[config.mk]
export PLATFORM = sky130hd
export DESIGN_NAME = tmr0_overflow_counter
export DESIGN_NICKNAME = d
export VERILOG_FILES = /design/src/verilog/tmr0_pkg.sv /design/src/verilog/tmr0_overflow_counter.sv /design/src/verilog/tmr0_prescaler.sv
export VERILOG_INCLUDE_DIRS = /design/src /design/src/verilog
export SDC_FILE = /design/constraint.sdc
export NUM_CORES = 1
export LEC_CHECK = 0
export ABC_AREA = 1
export BUFFER_PORTS_ARGS = -buffer_cell sky130_fd_sc_hd__buf_2
export CAP_MARGIN = 25
export CORE_AREA = 2 2 112 114
export CTS_CLUSTER_SIZE = 8
export DETAILED_ROUTE_END_ITERATION = 6
export DIE_AREA = 0 0 114 116
export REMOVE_ABC_BUFFERS = 1
export SLEW_MARGIN = 10
export SYNTH_ARGS = -nofsm -noshare
export SYNTH_HDL_FRONTEND = slang
export SYNTH_SLANG_ARGS = --single-unit
[constraint.sdc]
create_clock -name mclk -period 1.7 [get_ports mclk]
set_input_delay 0.085 -clock mclk [delete_from_list [all_inputs] [get_ports mclk]]
set_output_delay 0.085 -clock mclk [all_outputs]
set_load 0.01 [all_outputs]
[src/verilog/tmr0_regs.svh]
// Register offsets, field positions and reset values of the timer block
`ifndef TMR0_REGS_SVH
`define TMR0_REGS_SVH

// ----------------------------------------------------------------
// Register byte offsets
// ----------------------------------------------------------------
`define TMR0_OFF_CLKSEL  4'h0
`define TMR0_OFF_VALUE   4'h4
`define TMR0_OFF_MASK    4'h8
`define TMR0_OFF_FLAGS   4'hC
`define TMR0_OFF_CPUCTL  5'h10

// ----------------------------------------------------------------
// Fields
// ----------------------------------------------------------------
`define TMR0_OVF_BIT     1
`define TMR0_CS_MSB      2
`define TMR0_GIE_BIT     0
`define TMR0_ACK_BIT     1

// ----------------------------------------------------------------
// Reset values and constants
// ----------------------------------------------------------------
`define TMR0_RST_BYTE    8'h00
`define TMR0_CNT_MAX     8'hFF
`define TMR0_CNT_ONE     8'h01
`define TMR0_PRE_ONE     10'h001
`define TMR0_PRE_RST     10'h000
`define TMR0_VECTOR      8'h03
`define TMR0_RESP_OKAY   2'b00
`define TMR0_RESP_SLVERR 2'b10

`endif

[src/verilog/tmr0_pkg.sv]
// Types shared by the timer block
package tmr0_pkg;
   // Clock-select codes of the counter
   typedef enum logic [2:0] {
      TMR0_CS_STOP  = 3'b000,
      TMR0_CS_CLK   = 3'b001,
      TMR0_CS_DIV8  = 3'b010,
      TMR0_CS_DIV64 = 3'b011,
      TMR0_CS_DIV256  = 3'b100,
      TMR0_CS_DIV1024 = 3'b101,
      TMR0_CS_EXTFALL = 3'b110,
      TMR0_CS_EXTRISE = 3'b111
   } tmr0_cs_e;
endpackage

[src/verilog/tmr0_overflow_counter.sv]
// Timer/counter zero with prescaler, pin count input and AXI4-Lite slave
// How it works
// - Select code picks stop, clock or divided clock
// - Codes 110/111 count pin falling/rising edges
// - Divided clocks share one 10-bit prescaler
// - Eight-bit up counter, readable and writable
// - After write, counting resumes from written value
// - Count pin synchronised before edge detection
// - Pin edges count even when driven as output
// - Overflow sets flag bit one
// - Flag clears on vector ack or write-one
// - Interrupt when flag, enable and global set
// - Reserved bits always read zero
//
// The implementer's own choices: the AXI4-Lite slave port and the register addresses.
`timescale 1ns/1ps
module tmr0_overflow_counter
   import tmr0_pkg::*;
(
   input  wire logic        mclk,
   input  wire logic        reset,
   // AXI4-Lite write address
   input  wire logic [4:0]  s_axi_awaddr,
   input  wire logic        s_axi_awvalid,
   output logic             s_axi_awready,
   // AXI4-Lite write data
   input  wire logic [31:0] s_axi_wdata,
   input  wire logic [3:0]  s_axi_wstrb,
   input  wire logic        s_axi_wvalid,
   output logic             s_axi_wready,
   // AXI4-Lite write response
   output logic [1:0]       s_axi_bresp,
   output logic             s_axi_bvalid,
   input  wire logic        s_axi_bready,
   // AXI4-Lite read address
   input  wire logic [4:0]  s_axi_araddr,
   input  wire logic        s_axi_arvalid,
   output logic             s_axi_arready,
   // AXI4-Lite read data
   output logic [31:0]      s_axi_rdata,
   output logic [1:0]       s_axi_rresp,
   output logic             s_axi_rvalid,
   input  wire logic        s_axi_rready,
   // Count pin, sampled whatever its port direction
   input  wire logic        extCountPin,
   // Overflow interrupt request and its vector
   output logic             overflowIrq,
   output logic [7:0]       irqVector
);
`include "tmr0_regs.svh"

   // ----------------------------------------------------------------
   // Register map, byte addresses
   // ----------------------------------------------------------------
   // 0x00 count source select in bits 2:0
   // 0x04 counter value
   // 0x08 overflow interrupt enable in bit 1
   // 0x0C overflow flag in bit 1, a written one clears it
   // 0x10 bit 0 global interrupt enable, bit 1 vector taken strobe
   // Every register is one byte in lane zero of its word
   // Other addresses answer a slave error and change nothing

   // ----------------------------------------------------------------
   // Declarations
   // ----------------------------------------------------------------
   // Register state
   logic [2:0]  clkSel;
   logic [7:0]  counterValue;
   logic        overflowIrqEnable;
   logic        overflowFlag;
   logic        globalIrqEnable;

   // Pin and prescaler
   logic [2:0]  pinSync;
   logic        tickDiv8;
   logic        tickDiv64;
   logic        tickDiv256;
   logic        tickDiv1024;
   logic        pinRise;
   logic        pinFall;
   logic        countTick;
   logic        wrapEvent;

   // Bus side
   logic        wrAddrHeld;
   logic        wrDataHeld;
   logic [4:0]  wrAddr;
   logic [31:0] wrData;
   logic [3:0]  wrStrb;
   logic        wrFire;
   logic        wrHit;
   logic        wrSel;
   logic        wrVal;
   logic        wrMask;
   logic        wrFlags;
   logic        wrCpu;
   logic        rdFire;
   logic        rdHit;
   logic [7:0]  rdByte;

   // Next values and strobes
   logic [7:0]  next_counterValue;
   logic        next_overflowFlag;
   logic        flagClear;
   logic        vectorAck;
   logic        next_irq;

   // ----------------------------------------------------------------
   // Address decode
   // ----------------------------------------------------------------
   // Shared by both channels, so reads and writes agree on the map
   function automatic logic isMapped(input logic [4:0] a);
      isMapped = (a == {1'b0, `TMR0_OFF_CLKSEL}) ||
                 (a == {1'b0, `TMR0_OFF_VALUE})  ||
                 (a == {1'b0, `TMR0_OFF_MASK})   ||
                 (a == {1'b0, `TMR0_OFF_FLAGS})  ||
                 (a == `TMR0_OFF_CPUCTL);
   endfunction

   // ----------------------------------------------------------------
   // Prescaler
   // ----------------------------------------------------------------
   // Runs free from reset and is never cleared by a select change,
   // so the first divided period after a change may be short; the
   // trade is one shared divider instead of one per tap
   tmr0_prescaler uPrescaler (
      .mclk        (mclk),
      .reset       (reset),
      .tickDiv8    (tickDiv8),
      .tickDiv64   (tickDiv64),
      .tickDiv256  (tickDiv256),
      .tickDiv1024 (tickDiv1024)
   );

   // ----------------------------------------------------------------
   // Count pin synchroniser and edge detect
   // ----------------------------------------------------------------
   // Three stages; edges come from stages two and three only.
   // No agreement filter on the level: it would swallow the
   // two-cycle pulses that the pin source is allowed to send
   always_ff @(posedge mclk) begin
      if (reset) begin
         pinSync <= 3'h0;
      end else begin
         pinSync <= {pinSync[1:0], extCountPin};
      end
   end

   // Pin is an input here, so output drive never masks edges
   assign pinRise = pinSync[1] & ~pinSync[2];
   assign pinFall = ~pinSync[1] & pinSync[2];

   // ----------------------------------------------------------------
   // Count source selection
   // ----------------------------------------------------------------
   // Stop only holds the counter; the prescaler keeps running.
   // Pin modes act on synchronised edges, three cycles after the pin
   always_comb begin
      case (tmr0_cs_e'(clkSel))
         TMR0_CS_STOP:    countTick = 1'b0;
         TMR0_CS_CLK:     countTick = 1'b1;
         TMR0_CS_DIV8:    countTick = tickDiv8;
         TMR0_CS_DIV64:   countTick = tickDiv64;
         TMR0_CS_DIV256:  countTick = tickDiv256;
         TMR0_CS_DIV1024: countTick = tickDiv1024;
         TMR0_CS_EXTFALL: countTick = pinFall;
         TMR0_CS_EXTRISE: countTick = pinRise;
         default:         countTick = 1'b0;
      endcase
   end

   // ----------------------------------------------------------------
   // AXI4-Lite write path
   // ----------------------------------------------------------------
   // Address and data are held independently, either may come first.
   // Both beats are taken on one ready pulse, the held pair fires on
   // the next edge and the response rises with the register update.
   // Strobe lane zero gates every write; other lanes hold no bits
   assign wrFire  = wrAddrHeld & wrDataHeld & ~s_axi_bvalid;
   assign wrHit   = wrFire & wrStrb[0] & isMapped(wrAddr);
   assign wrSel   = wrHit & (wrAddr == {1'b0, `TMR0_OFF_CLKSEL});
   assign wrVal   = wrHit & (wrAddr == {1'b0, `TMR0_OFF_VALUE});
   assign wrMask  = wrHit & (wrAddr == {1'b0, `TMR0_OFF_MASK});
   assign wrFlags = wrHit & (wrAddr == {1'b0, `TMR0_OFF_FLAGS});
   assign wrCpu   = wrHit & (wrAddr == `TMR0_OFF_CPUCTL);

   // Beat capture and response; a held beat blocks its ready
   always_ff @(posedge mclk) begin
      if (reset) begin
         wrAddrHeld    <= 1'b0;
         wrDataHeld    <= 1'b0;
         wrAddr        <= 5'h00;
         wrData        <= 32'h0000_0000;
         wrStrb        <= 4'h0;
         s_axi_bvalid  <= 1'b0;
         s_axi_bresp   <= `TMR0_RESP_OKAY;
      end else begin
         if (s_axi_awvalid & s_axi_awready) begin
            wrAddrHeld <= 1'b1;
            wrAddr     <= s_axi_awaddr;
         end
         if (s_axi_wvalid & s_axi_wready) begin
            wrDataHeld <= 1'b1;
            wrData     <= s_axi_wdata;
            wrStrb     <= s_axi_wstrb;
         end
         if (wrFire) begin
            wrAddrHeld   <= 1'b0;
            wrDataHeld   <= 1'b0;
            s_axi_bvalid <= 1'b1;
            s_axi_bresp  <= isMapped(wrAddr) ? `TMR0_RESP_OKAY
                                             : `TMR0_RESP_SLVERR;
         end else if (s_axi_bready) begin
            s_axi_bvalid <= 1'b0;
         end
      end
   end

   // Ready drops while a beat is held, so one write at a time.
   // Pulsing every other idle cycle halves throughput, which the
   // register traffic of a timer never notices
   always_ff @(posedge mclk) begin
      if (reset) begin
         s_axi_awready <= 1'b0;
         s_axi_wready  <= 1'b0;
      end else begin
         s_axi_awready <= ~wrAddrHeld & ~s_axi_awready &
                          ~(s_axi_awvalid & s_axi_awready) & ~s_axi_bvalid;
         s_axi_wready  <= ~wrDataHeld & ~s_axi_wready &
                          ~(s_axi_wvalid & s_axi_wready) & ~s_axi_bvalid;
      end
   end

   // ----------------------------------------------------------------
   // Control registers
   // ----------------------------------------------------------------
   // Reserved bits are not stored, so they can never read back set
   always_ff @(posedge mclk) begin
      if (reset) begin
         clkSel            <= 3'h0;
         overflowIrqEnable <= 1'b0;
         globalIrqEnable   <= 1'b0;
      end else begin
         if (wrSel) begin
            clkSel <= wrData[`TMR0_CS_MSB:0];
         end
         if (wrMask) begin
            overflowIrqEnable <= wrData[`TMR0_OVF_BIT];
         end
         if (wrCpu) begin
            globalIrqEnable <= wrData[`TMR0_GIE_BIT];
         end
      end
   end

   // ----------------------------------------------------------------
   // Counter and overflow flag
   // ----------------------------------------------------------------
   // A write wins over a tick in its cycle; the next tick counts on.
   // Limitation: the tick lost to a write is not replayed.
   // Wrap is judged on the value before the tick, so the flag and
   // the step to 00 land on the same edge
   assign wrapEvent = countTick & ~wrVal &
                      (counterValue == `TMR0_CNT_MAX);
   assign next_counterValue = wrVal ? wrData[7:0]
                            : countTick ? counterValue + `TMR0_CNT_ONE
                            : counterValue;

   // Vector ack is a write-only strobe in the cpu control word
   assign vectorAck = wrCpu & wrData[`TMR0_ACK_BIT];
   assign flagClear = (wrFlags & wrData[`TMR0_OVF_BIT]) | vectorAck;
   // Set beats clear so an overflow is never lost
   assign next_overflowFlag = wrapEvent | (overflowFlag & ~flagClear);

   // Counter and flag share one process and so one edge
   always_ff @(posedge mclk) begin
      if (reset) begin
         counterValue <= `TMR0_RST_BYTE;
         overflowFlag <= 1'b0;
      end else begin
         counterValue <= next_counterValue;
         overflowFlag <= next_overflowFlag;
      end
   end

   // ----------------------------------------------------------------
   // Interrupt output
   // ----------------------------------------------------------------
   // Built from the next flag value, so the request rises on the
   // wrap edge itself and drops on the edge that clears the flag;
   // the global enable lives in the cpu control word
   assign next_irq = next_overflowFlag & overflowIrqEnable &
                     globalIrqEnable;

   // Vector shown only while the request stands, zero otherwise
   always_ff @(posedge mclk) begin
      if (reset) begin
         overflowIrq <= 1'b0;
         irqVector   <= `TMR0_RST_BYTE;
      end else begin
         overflowIrq <= next_irq;
         irqVector   <= next_irq ? `TMR0_VECTOR : `TMR0_RST_BYTE;
      end
   end

   // ----------------------------------------------------------------
   // AXI4-Lite read path
   // ----------------------------------------------------------------
   // Unused bits are tied low in every read image
   always_comb begin
      case (s_axi_araddr)
         {1'b0, `TMR0_OFF_CLKSEL}: rdByte = {5'h00, clkSel};
         {1'b0, `TMR0_OFF_VALUE}:  rdByte = counterValue;
         {1'b0, `TMR0_OFF_MASK}:   rdByte = {6'h00, overflowIrqEnable, 1'b0};
         {1'b0, `TMR0_OFF_FLAGS}:  rdByte = {6'h00, overflowFlag, 1'b0};
         `TMR0_OFF_CPUCTL:         rdByte = {7'h00, globalIrqEnable};
         default:                  rdByte = `TMR0_RST_BYTE;
      endcase
   end

   // The image is taken from the live address on the handshake edge
   // and held with rvalid, so a stalled master still sees one value
   assign rdFire = s_axi_arvalid & s_axi_arready;
   assign rdHit  = isMapped(s_axi_araddr);

   // Unmapped reads answer a slave error with zero data
   always_ff @(posedge mclk) begin
      if (reset) begin
         s_axi_arready <= 1'b0;
         s_axi_rvalid  <= 1'b0;
         s_axi_rdata   <= 32'h0000_0000;
         s_axi_rresp   <= `TMR0_RESP_OKAY;
      end else begin
         s_axi_arready <= ~s_axi_arready & ~s_axi_rvalid & ~rdFire;
         if (rdFire) begin
            s_axi_rvalid <= 1'b1;
            s_axi_rdata  <= {24'h00_0000, rdByte};
            s_axi_rresp  <= rdHit ? `TMR0_RESP_OKAY : `TMR0_RESP_SLVERR;
         end else if (s_axi_rready) begin
            s_axi_rvalid <= 1'b0;
         end
      end
   end
endmodule

[src/verilog/tmr0_prescaler.sv]
// Shared 10-bit prescaler producing the divided count enables
`timescale 1ns/1ps
module tmr0_prescaler
   import tmr0_pkg::*;
(
   input  wire logic       mclk,
   input  wire logic       reset,
   output logic            tickDiv8,
   output logic            tickDiv64,
   output logic            tickDiv256,
   output logic            tickDiv1024
);
`include "tmr0_regs.svh"

   logic [9:0] preCount;
   logic [9:0] next_preCount;

   // ----------------------------------------------------------------
   // Free running divider
   // ----------------------------------------------------------------
   // One counter serves every tap, so taps stay phase locked
   assign next_preCount = preCount + `TMR0_PRE_ONE;

   always_ff @(posedge mclk) begin
      if (reset) begin
         preCount <= `TMR0_PRE_RST;
      end else begin
         preCount <= next_preCount;
      end
   end

   // Taps fire on the cycle the low bits roll over
   assign tickDiv8    = &preCount[2:0];
   assign tickDiv64   = &preCount[5:0];
   assign tickDiv256  = &preCount[7:0];
   assign tickDiv1024 = &preCount[9:0];
endmodule

## Word level (Yosys, flattened, before mapping)

Cells that the tools add are included.

| storage, ports and cells | value |
|---|---|
| output and inout port bits | 50 |
| bits in registers | 69 |

| cells by class | value |
|---|---|
| $add $sub $neg | 2 |
| bitwise operators | 45 |
| reductions and logical operators | 19 |
| mux-type cells | 11 |
| equal/unequal tests | 16 |

Operators by type and width:

| cell | number |
|---|---|
| one-hot mux 8 bit (5 select lines) | 1 |
| bitwise AND 1 bit | 29 |
| equality test 5 x 4 -> 1 bit, second input constant | 4 |
| two-way mux 8 bit | 2 |
| NOT 1 bit | 14 |
| equality test 3 bit, second input constant | 4 |
| adder 10 x 1 -> 10 bit, second input constant | 1 |
| equality test 5 x 3 -> 1 bit, second input constant | 2 |
| equality test 5 bit, second input constant | 2 |
| zero test 5 bit | 2 |
| AND reduction 10 bit | 1 |
| adder 8 x 1 -> 8 bit, second input constant | 1 |
| equality test 8 bit, second input constant | 1 |
| logical OR 1 bit | 8 |
| one-hot mux 1 bit (8 select lines) | 1 |
| AND reduction 8 bit | 1 |
| equality test 3 x 2 -> 1 bit, second input constant | 2 |
| two-way mux 2 bit | 3 |
| AND reduction 6 bit | 1 |
| nonzero test 2 bit | 3 |
| two-way mux 1 bit | 4 |
| equality test 3 x 1 -> 1 bit, second input constant | 1 |
| zero test 3 bit | 1 |
| AND reduction 3 bit | 1 |
| other kinds (2) | 3 |

## Longest topological paths before layout

Gate-level depths: netlist of run 1.

| depth | value |
|---|---|
| word-level depth | 15 |
| mapped depth | 10 |
| gate-level depth less buffers | 10 |

## By module

A second synthesis of run 1 with hierarchy kept.

| unflattened totals | value |
|---|---|
| cell total of the unflattened synthesis | 418 |
| area, all modules | 2921.6 um^2 |

Modules (own cells, without submodules):

| module | area an instance (um^2) | cells each | instances |
|---|---|---|---|
| tmr0_overflow_counter | 2483.6 | 359 | 1 |
| tmr0_prescaler | 437.9 | 59 | 1 |

## Worst setup path after synthesis of run 1

Ideal clock, no wire load.

| timing | value |
|---|---|
| kind | register -> register |
| from | register uPrescaler.preCount[0] |
| to | register counterValue[1] |
| library setup time | 0.068 ns |
| clock period less this slack | 1.452 ns |
| arrival | 1.384 ns |
| stages on the path, launching flop included | 10 |
| buffers on the path | 0 |
| path slack | 0.248 ns |
| cells stage by stage | dfxtp_1 -> ha_1 -> ha_1 -> nand2_1 -> a21oi_1 -> nand2_1 -> nand2_1 -> nor2_2 -> nand3_1 -> a21oi_2 |

| on the way | value |
|---|---|
| longest elaborated chain between the ends | 3 |

Ends and longest elaborated chain:

| item | line | text |
|---|---|---|
| start, declared | tmr0_prescaler.sv:15 | `logic [9:0] preCount;` |
| start signal, assigned | tmr0_prescaler.sv:26 | `` preCount <= `TMR0_PRE_RST; `` |
| start signal, assigned | tmr0_prescaler.sv:28 | `preCount <= next_preCount;` |
| AND reduction 10 bit, or another cell as far along | tmr0_prescaler.sv:36 | `assign tickDiv1024 = &preCount[9:0];` |
| one-hot mux 1 bit (8 select lines) (*) | tmr0_overflow_counter.sv:159 | `case (tmr0_cs_e'(clkSel))` |
| nonzero test 2 bit (no line) (*) | -- |  |
| end signal, assigned | tmr0_overflow_counter.sv:278 | `` counterValue <= `TMR0_RST_BYTE; `` |
| end signal, assigned | tmr0_overflow_counter.sv:281 | `counterValue <= next_counterValue;` |
| end, declared | tmr0_overflow_counter.sv:68 | `logic [7:0] counterValue;` |

Every way passes the cells marked *; elsewhere a longest branch is shown, timed or not.
A chain may end at the register's enable or synchronous reset.

## Worst setup path after layout of run 1

| timing | value |
|---|---|
| from | register uPrescaler.preCount[0] |
| to | register counterValue[2] |

The elaborated chain is that of the path after synthesis.

==> impl_results.md, run 1 <==
* Outcome: finished, final reports clean
* CTS buffer count at 9
* Synth cell count leaders: 86 x nand2_1, 59 x dfxtp_1, 47 x nor2_1
* Layout cells sized above 1 at 0.204
* Seq cells post-synth at just under 60
* CTS sink cnt at between 50 and 60
* Tot Pwr at about 3500 uW
* GPL Wtd Cong at between 0.7 and 0.8
* Synth Cell Area at around 0.0030 sq mm
* Worst-path cell chain: ha_2 -> ha_1 -> nand2_1 -> a21oi_1 -> nand2_2 -> nand2_2 -> nor2_4 -> nand3_1 -> a21oi_1
* Top_reg_cell synth: dfxtp_1
* WHS Endpoint: wrAddr[1]$_SDFFE_PP0P_
* Via/cell ratio at 4.11
* Power Dens Cells at about 1000 mW/mm^2
* Initial Util at 0.248
* Hold_ws at approximately 0.015 ns
* Worst Hold Launch: s_axi_awaddr[1]
* RR Endpoint: counterValue[2]$_SDFFE_PP0P_
* XOR/XNOR Fraction of Synth Area at 0.0208
* Hold Path Depth at 3
* Reg2reg start: uPrescaler.preCount[0]$_SDFF_PP0_
* Adder-cell share of the synthesized area at 0.0127
* Worst setup SP type: flip-flop
* Worst IR Drop VDD at 484 uV
* Area share of the largest cell type after synthesis at 0.400
* H-tree Lvls at 3
* R2R cell count at 9
* R2R setup slack at 0.10 ns
* Root buf cell: clkbuf_16
* Pre-Repair DR Iteration Count at 4
* First-pass GRT wire length at roughly 10 mm
* Vias in the first global route at around 2200
* DRT iter0 DRCs at ~120
* CP arrival at ~1.9 ns
* Final Critical Period at about 1.6 ns
* Final setup fails at 0
* Max Cap Violations at 0
* Pleak at approximately 0.0016 uW
* Worst slew margin at 0.659
* Syn-to-layout area delta at 20.9%
* Die area at 0.0132 sq mm
* CP Class: flip-flop to flip-flop
* Endpoints failing hold at 0
* Vias at between 2000 and 2500
* Largest area contributor in the netlist: dfxtp_1
* Fmax at 0.626 GHz
* Initial antenna violation count at 0
* Least-Margin Pin Slew at 0.507 ns
* YS warnings at 0
* Grt ovf at 0
* Largest cells by area after synthesis: dfxtp_1 40%, nand2_1 11%, buf_4 8.7%, nor2_1 6.0%, a21oi_1 5.6%
* Clock skew at between 0.003 and 0.004 ns
* Seq/Total Area, Yosys at 0.400
* Ratio of final minimum period to clock period at 0.940
* Wire per inst at around 10 um
* Ys async rst share at 0
* Simple logic cell fraction of the synthesized area at 0.303
* Routed wire length at 6.10 mm
* I/O Buffers at 44
* Largest net degree at the start of global routing at 34
* Crit Path Max Fanout at 8
* Clock Path Buffers at 2
* Overall Global Routing Usage at 0.0986
* CTS tree: yes
* Number of placed I/O pins at between 100 and 150
* HP Class: input pin to flip-flop
* Main combinational cell family by area after synthesis: simple AND/OR/NAND/NOR gates
* Mux cell area share after synthesis at 0
* Cell variety after synth at 34
* Nets at ~510
* Clock Latency Late Sink at ~0.32 ns
* Post-synth EDFFs at 0
* Clock Pin Slew Worst Setup and Hold Paths at around 0.05 ns
* Drc violations at 0
* Number of antenna diodes at 0
* Slowest stage cell on the critical path: dfxtp_2
* Die Y at ~120 um
* Count leader, synth: nand2_1
* Compound-Gate Fraction of Synth Area at 0.108
* Biggest cell delay along the critical path at about 0.32 ns
* Antenna viol nets, final at 0
* Final core occ at 0.299
* Core ar. at 0.0119 sq mm
* Pins Over Slew Limit at 0
* CP Data Required Time at 1.96 ns
* Syn Inst Count at just over 400
* Avg Inst Size Synth at around 7.3 sq um
* Post-CTS Setup Bufs at 0
* Rows at 40
* Chip Width at 114 um
* HPWL Detailed at approximately 4.5 mm
* Worst Setup End Kind: flip-flop
-- layer usage --
metal,GRT usage,part of all wire,vias up
met3,0.0356,0.075,8
li1,-,-,1329
met1,0.135,0.53,1050
met4,0.0390,0.014,0
met2,0.140,0.38,91
met5,0,0,-
-- flip-flops by register name, summed over array words and instances (netlist names) --
signal	cells
pinSync	3
s_axi_bvalid	1
irqVector	1
s_axi_rdata	8
s_axi_arready	1
uPrescaler.preCount	10
counterValue	8
s_axi_rresp	1
wrData	8
s_axi_awready	1
clkSel	3
s_axi_rvalid	1
overflowIrqEnable	1
wrAddrHeld	1
s_axi_wready	1
wrDataHeld	1
s_axi_bresp	1
wrAddr	5
globalIrqEnable	1
wrStrb	1
overflowFlag	1
-- layout by cell type, fill, tap and decap left out, drive strengths merged --
master / netlist / layout
nand2: 90 / 90
dfxtp: 59 / 59
nor2: 52 / 52
buf: 37 / 51
inv: 36 / 36
a21oi: 34 / 34
conb: 1 / 32
o21ai: 26 / 26
nand3: 24 / 24
nand4: 13 / 13
clkbuf: 9 / 13
nor3: 4 / 4
xor2: 4 / 4
xnor2: 3 / 3
nor4: 3 / 3
ha: 3 / 3
nand3b: 2 / 2
clkinv: 1 / 2
o21bai: 1 / 1
and2: 1 / 1
a31oi: 1 / 1
bufinv: 0 / 1
dlygate4sd3: 0 / 1
-- worst max path at each step --
stage	startpoint	to	slack, ns	cells after the start
CTS	uPrescaler.preCount[0]$_SDFF_PP0_	counterValue[1]$_SDFFE_PP0P_	0.03	9
global placement	uPrescaler.preCount[0]$_SDFF_PP0_	counterValue[1]$_SDFFE_PP0P_	0.06	9
global route	uPrescaler.preCount[0]$_SDFF_PP0_	counterValue[6]$_SDFFE_PP0P_	-0.01	9
finish	uPrescaler.preCount[0]$_SDFF_PP0_	counterValue[2]$_SDFFE_PP0P_	0.10	9
detailed placement	uPrescaler.preCount[0]$_SDFF_PP0_	counterValue[1]$_SDFFE_PP0P_	0.06	9
floorplan	uPrescaler.preCount[0]$_SDFF_PP0_	counterValue[1]$_SDFFE_PP0P_	0.25	9
-- layout make-up --
| type | instances | area (sq um) |
|---|---|---|
| sequential | 59 | 1180 |
| inverter | 37 | 139 |
| fill | 1272 | 8340 |
| timing repair buffer | 52 | 283 |
| tap | 147 | 184 |
| multi-input combinational | 293 | 1480 |
| clock inverter | 2 | 35.0 |
| clock buffer | 13 | 260 |
-- worst max-delay path: cells and delay by family, from the launching register on --
| kind | cells | cell delay, ns |
|---|---|---|
| AND/OR/NAND/NOR | 5 | 0.64 |
| adder cells (fa/ha/maj) | 2 | 0.35 |
| flip-flops | 1 | 0.32 |
| AO/OA/AOI/OAI | 2 | 0.21 |
-- report_power, final --
group | switching [uW] | leakage [uW] | internal [uW]
registers | 37.4 | 0.000480 | 1440
logic | 177 | 0.000974 | 90.2
clock network | 575 | 0.000146 | 1200
-- logic make-up after synthesis --
family | after synthesis
compound gates | 62
xor+xnor | 7
fa+ha+maj | 3
buf+inv | 83
flops | 59
other cells | 1
simple gates | 189
-- metrics by stage --
step	instance area (sq um)	setup TNS (ns)	setup slack, ns	instances
6_report	3570	0	0.102	603
3_3_place_gp	3210	0	0.0606	587
4_1_cts	3510	0	0.0300	603
5_1_grt	3570	-0.0179	-0.0101	603
3_5_place_dp	3210	0	0.0557	587
2_1_floorplan	2750	0	0.250	389
-- timing repair --
item,4_1_cts,5_1_grt
gates resized for setup,0,13
hold endpoints to repair,1,0
endpoints found under the setup margin,0,8
hold buffers,1,0
No activity file was read; power rests on OpenSTA's default activity.
==> inputs of run 2 (changes only) <==
Settings changed: ABC_AREA 1 to default, BUFFER_PORTS_ARGS -buffer_cell sky130_fd_sc_hd__buf_2 to default, CORE_AREA 2 2 112 114 to 2 2 108 110, DIE_AREA 0 0 114 116 to 0 0 110 112, DONT_BUFFER_PORTS from default to 1.
==> impl_results.md, run 2 <==
* Leading cell type in the layout, fill and taps excluded: dfxtp_1
* Pleak at 0.00140 uW
* Vias in the first global route at between 2000 and 2500
* Pins Over Slew Limit at 0
* GPL Wtd Cong at just under 0.8
* Seq/Total Area, Yosys at 0.432
* Slack of the critical path at -0.0498 ns
* Largest net degree at the start of global routing at 50
* Fmax at approximately 0.57 GHz
* R2R setup slack at -0.05 ns
* RSZ-0062 raised after global routing: true
* Via/cell ratio at 4.50
* Avg Inst Size Synth at around 8.4 sq um
* H-tree Lvls at 3
* First-pass GRT wire length at between 10 and 15 mm
* Final Critical Period at between 1.5 and 2 ns
* Synth Cell Area at 0.00274 sq mm
* I/O Buffers at 0
* Pre-Repair DR Iteration Count at 4
* Outcome: finished, violations left
* Drc violations at 0
* Antenna viol nets, final at 0
* Routed wire length at around 6.4 mm
* Power Dens Cells at 1040 mW/mm^2
* Worst slew margin at 0.559
* Vias at 2323
* CTS sink cnt at 59
* Post-route cell area at about 0.0036 sq mm
* Non-Filler Instances at 516
* Worst IR Drop VDD at 630 uV
* Overall Global Routing Usage at 0.111
* Wire per inst at ~12 um
* Placed cells at 474
* Clock Path Buffers at 2
* Max reg flops at 10
* Core ar. at about 0.011 sq mm
* CTS buffer count at 9
* Largest cells by area after synthesis: dfxtp_1 43%, buf_4 9.3%, nand2_1 6.9%, nand3_1 5.9%, a21oi_1 5.5%
* Syn Inst Count at between 300 and 400
* Chip Width at between 100 and 150 um
* HPWL Detailed at between 4 and 5 mm
* Number of placed I/O pins at roughly 100
* Die Y at 112 um
* Violated checks: negative setup slack
* Seq cells post-synth at between 50 and 60
* Root buf cell: clkbuf_16
* Ratio of final minimum period to clock period at 1.03
* Endpoints failing hold at 0
* CTS tree: yes
* Placed Area at approximately 0.0029 sq mm
* Ys async rst share at 0
* HP Class: input pin to flip-flop
* Crit Path Max Fanout at 9
* Count leader, synth: dfxtp_1
* Hold_ws at ~0.037 ns
* Number of antenna diodes at 0
* Top_reg_cell synth: dfxtp_1
* Syn-to-layout area delta at 31.5%
* Area share of the largest cell type after synthesis at 0.432
* Max Cap Violations at 0
* Final TNS setup at -0.145 ns
* Post-synth EDFFs at 0
* Cell variety after synth at 45
* FILL cells at 1143
* Worst setup SP type: flip-flop
* Synth cell count leaders: 59 x dfxtp_1, 50 x nand2_1, 34 x buf_4
* Layout cells sized above 1 at 0.150
* Least-Margin Pin Slew at between 0.6 and 0.7 ns
* Final setup fails at 5
* Initial antenna violation count at 0
* Die area at 0.0123 sq mm
* DRT iter0 DRCs at between 100 and 150
* CP Class: flip-flop to flip-flop
* Clock Latency Late Sink at roughly 0.32 ns
* Largest area contributor in the netlist: dfxtp_1
* Clock skew at around 0.006 ns
* Dpl ws at -0.298 ns
* Nets at between 400 and 500
* CP arrival at 2.01 ns
* Rows at 39
* Grt ovf at 0
* Clock Pin Slew Worst Setup and Hold Paths at ~0.05 ns
* Worst Setup End Kind: flip-flop
* Commonest non-fill, non-tap cells in the layout: 56 x dfxtp_1, 49 x nand2_1, 32 x conb_1, 30 x nand3_1, 30 x a21oi_1
* YS warnings at 0
* Initial Util at 0.245
* CP Data Required Time at 1.96 ns
* Biggest register: uPrescaler.preCount
==> run 2: cell type report <==
class,count,area (sq um),area share
clock inverter,5,100,0.0278
multi-input combinational,249,1450,0.403
clock buffer,11,243,0.0675
sequential,59,1180,0.329
tap,143,179,0.0497
timing repair buffer,47,433,0.120
inverter,2,7.51,0.00209
==> run 2: layer usage <==
metal | share of wire | global-route usage
met1 | 0.46 | 0.146
met2 | 0.45 | 0.168
met3 | 0.087 | 0.0463
met4 | 0.0081 | 0.0304
met5 | 0 | 0
==> run 2: path summary, 6_finish.rpt <==
path	start	to	cells after the start
setup reg to reg	uPrescaler.preCount[1]$_SDFF_PP0_	counterValue[6]$_SDFFE_PP0P_	7
hold reg to reg	pinSync[0]$_SDFF_PP0_	pinSync[1]$_SDFF_PP0_	1
setup / recovery	uPrescaler.preCount[1]$_SDFF_PP0_	counterValue[6]$_SDFFE_PP0P_	7
hold / removal	reset	counterValue[3]$_SDFFE_PP0P_	3
==> run 2: logic make-up (layout without fill, tap and decap cells) <==
| group | Yosys count | after routing | synth area share |
|---|---|---|---|
| buffers and inverters | 48 | 65 | 0.115 |
| xor gates and xnor gates | 7 | 7 | 0.0224 |
| AOI/OAI and AO/OA | 50 | 50 | 0.117 |
| adders and majority gates | 3 | 3 | 0.0137 |
| DFF | 59 | 59 | 0.432 |
| other | 1 | 32 | 0.00137 |
| muxes | 6 | 6 | 0.0270 |
| and+or+nand+nor | 151 | 151 | 0.271 |
==> run 2: power breakdown <==
part | internal [uW] | leakage [uW] | switching, uW
logic | 96.3 | 0.000751 | 123
registers | 1430 | 0.000480 | 52.3
clock network | 1460 | 0.000169 | 591
total | 2990 | 0.00140 | 767
==> run 2: metrics by stage <==
stage / utilization / power [uW]
final: 0.322 / 3760
after global routing: 0.322 / 3920
after CTS: 0.320 / 3800
after detailed placement: 0.258 / 1660
after global placement: 0.258 / 1650
after floorplan: - / 1610
==> run 2: repair_timing <==
item,4_1_cts,5_1_grt
endpoints found under the setup margin,10,10
resized for setup,15,5
pin swaps,8,0
hold buffers,25,0
setup buffers,1,0
hold endpoints to repair,49,0
==> run 2: worst max-delay path, stage by stage (launching register included) <==
cell and delay [ns]:
dfxtp_2 0.35, ha_4 0.18, nand4_4 0.12, a2111oi_4 0.25, o32ai_4 0.18, buf_6 0.17
or3_1 0.37, nand3_1 0.08
==> inputs of run 3 (changes only) <==
Clock period 1.7 ns to 2.1 ns, I/O delays scaled along.
==> impl_results.md, run 3 (synthesis gave the netlist of run 2 again) <==
* Dpl ws at -0.0993 ns
* Endpoints failing hold at 0
* Worst Setup End Kind: flip-flop
* Routed wire length at 6.27 mm
* Slack of the critical path at between 0.15 and 0.2 ns
* Initial antenna violation count at 0
* Biggest register: uPrescaler.preCount
* Tot Pwr at 2690 uW
* Worst IR Drop VDD at between 500 and 600 uV
* Nets at between 400 and 500
* Placed cells at approximately 460
* Reg2reg start: clkSel[0]$_SDFFE_PP0P_
* Antenna viol nets, final at 0
* CTS sink cnt at 59
* Fmax at between 0.5 and 0.6 GHz
* Via/cell ratio at roughly 4.5
* Root buf cell: clkbuf_16
* Final Critical Period at between 1.5 and 2 ns
* Vias at 2268
* Ratio of final minimum period to clock period at 0.927
* CTS tree: yes
* Grt ovf at 0
* Worst slew margin at 0.618
* I/O Buffers at 0
* Leading cell type in the layout, fill and taps excluded: dfxtp_1
* CP arrival at 2.17 ns
* Biggest cell delay along the critical path at about 0.55 ns
* R2R setup slack at around 0.15 ns
* RR Endpoint: counterValue[2]$_SDFFE_PP0P_
* Largest net degree at the start of global routing at 50
* Core ar. at ~0.011 sq mm
* Overall Global Routing Usage at 0.106
* Number of placed I/O pins at around 100
* Logic pwr share at 0.060
* Crit Path Max Fanout at 7
* Worst Hold Launch: reset
* First-pass GRT wire length at 10.1 mm
* Die area at between 0.01 and 0.015 sq mm
* Max reg flops at 10
* P_sw at 607 uW
* Pins Over Slew Limit at 0
* Clock share of power at 0.495
* Least-Margin Pin Slew at between 0.5 and 0.6 ns
* Slowest stage cell on the critical path: or4bb_1
* Wire per inst at roughly 12 um
* Switching share of power at 0.226
* Clock Path Buffers at 2
* Chip Width at roughly 110 um
* Pre-Repair DR Iteration Count at 5
* H-tree Lvls at 3
* Clock skew at between 0.004 and 0.005 ns
* Non-Filler Instances at about 500
* GPL Wtd Cong at 0.786
* Rows at 39
* DRT iter0 DRCs at 109
* Commonest non-fill, non-tap cells in the layout: 59 x dfxtp_1, 50 x nand2_1, 32 x conb_1, 31 x nand3_1, 30 x a21oi_1
* Worst-path cell chain: or4bb_1 -> nand3_2 -> o32ai_4 -> or3_1 -> a311oi_1
* HP Class: input pin to flip-flop
* Initial Util at 0.245
* Final setup fails at 0
* Crit path buf inv count at 0
* Clock Pin Slew Worst Setup and Hold Paths at around 0.050 ns
* FILL cells at around 1200
* Drc violations at 0
* Power share of the sequential group at 0.445
* R2R cell count at 5
* Worst setup SP type: flip-flop
* Die Y at 112 um
* CTS buffer count at 9
* Number of antenna diodes at 0
* Power Dens Cells at 800 mW/mm^2
* RSZ-0062 raised after global routing: false
* Final core occ at 0.301
* Vias in the first global route at about 2100
* CP Class: flip-flop to flip-flop
* WHS Endpoint: counterValue[3]$_SDFFE_PP0P_
* HPWL Detailed at between 4 and 5 mm
* Syn-to-layout area delta at 23.0%
* Clock Latency Late Sink at 0.32 ns
* Hold Path Depth at 3
* CP Data Required Time at 2.32 ns
* CP top delay family: simple AND/OR/NAND/NOR gates
* Layout cells sized above 1 at 0.0947
* Final TNS setup at 0 ns
* Pleak at roughly 0.0013 uW
* Max Cap Violations at 0
* Int Power at between 2000 and 2500 uW
* Outcome: finished, final reports clean
==> run 3: cell count changes in the layout (fill, tap and decap cells not counted), sizes merged <==
cell / change
buf: -13
o32ai: +1
clkbuf: +3
dlygate4sd3: -2
bufinv: -3
==> run 3: repair_timing <==
item,CTS,global route
setup buffers,3,1
endpoints found under the setup margin,8,7
resized for setup,2,4
hold buffers,23,0
hold endpoints to repair,49,0
pin swaps,1,2
gates cloned,0,1
==> run 3: routing by layer <==
layer / global-route usage / vias to the layer above / share of wire
li1: - / 1127 / -
met2: 0.158 / 73 / 0.45
met5: 0 / - / 0
met1: 0.135 / 1063 / 0.46
met4: 0.0405 / 0 / 0.0097
met3: 0.0463 / 5 / 0.081
==> run 3: power groups by stage <==
stage | logic (uW) | clock network [uW] | registers [uW]
global placement | 110 | 0 | 1220
finish | 162 | 1330 | 1200
global route | 188 | 1420 | 1200
detailed placement | 113 | 0 | 1220
CTS | 162 | 1370 | 1200
floorplan | 91.6 | 0 | 1210
==> run 3: layout make-up <==
| cell class | instances | area [sq um] | area share |
|---|---|---|---|
| Clock buffer | 14 | 264 | 0.0785 |
| Clock inverter | 2 | 10.0 | 0.00298 |
| Inverter | 2 | 7.51 | 0.00223 |
| Multi-Input combinational cell | 250 | 1420 | 0.421 |
| Sequential cell | 59 | 1180 | 0.351 |
| Tap cell | 143 | 179 | 0.0532 |
| Timing Repair Buffer | 32 | 308 | 0.0915 |
==> run 3: how the worst max path moves through the flow <==
stage,start,endpoint,slack (ns),depth (start not counted)
3_5_place_dp,uPrescaler.preCount[0]$_SDFF_PP0_,irqVector[0]$_SDFF_PP0_,-0.1,7
4_1_cts,uPrescaler.preCount[1]$_SDFF_PP0_,counterValue[2]$_SDFFE_PP0P_,0.01,6
6_report,clkSel[0]$_SDFFE_PP0P_,counterValue[2]$_SDFFE_PP0P_,0.15,5
2_1_floorplan,uPrescaler.preCount[0]$_SDFF_PP0_,counterValue[2]$_SDFFE_PP0P_,0.13,6
5_1_grt,uPrescaler.preCount[0]$_SDFF_PP0_,counterValue[2]$_SDFFE_PP0P_,0.04,6
3_3_place_gp,uPrescaler.preCount[0]$_SDFF_PP0_,irqVector[0]$_SDFF_PP0_,-0.04,7
==> run 3: metrics by stage <==
stage	instance area, sq um	hold WS (ns)
2_1_floorplan	2540	0.172
3_3_place_gp	2760	0.180
3_5_place_dp	2760	0.181
4_1_cts	3320	0.0197
5_1_grt	3360	0.0404
6_report	3360	0.0426
==> run 3: tightest hold or removal path, delay by kind of cell <==
kind / cells / cell delay [ns]
compound gates: 1 / 0.05
simple gates: 2 / 0.16
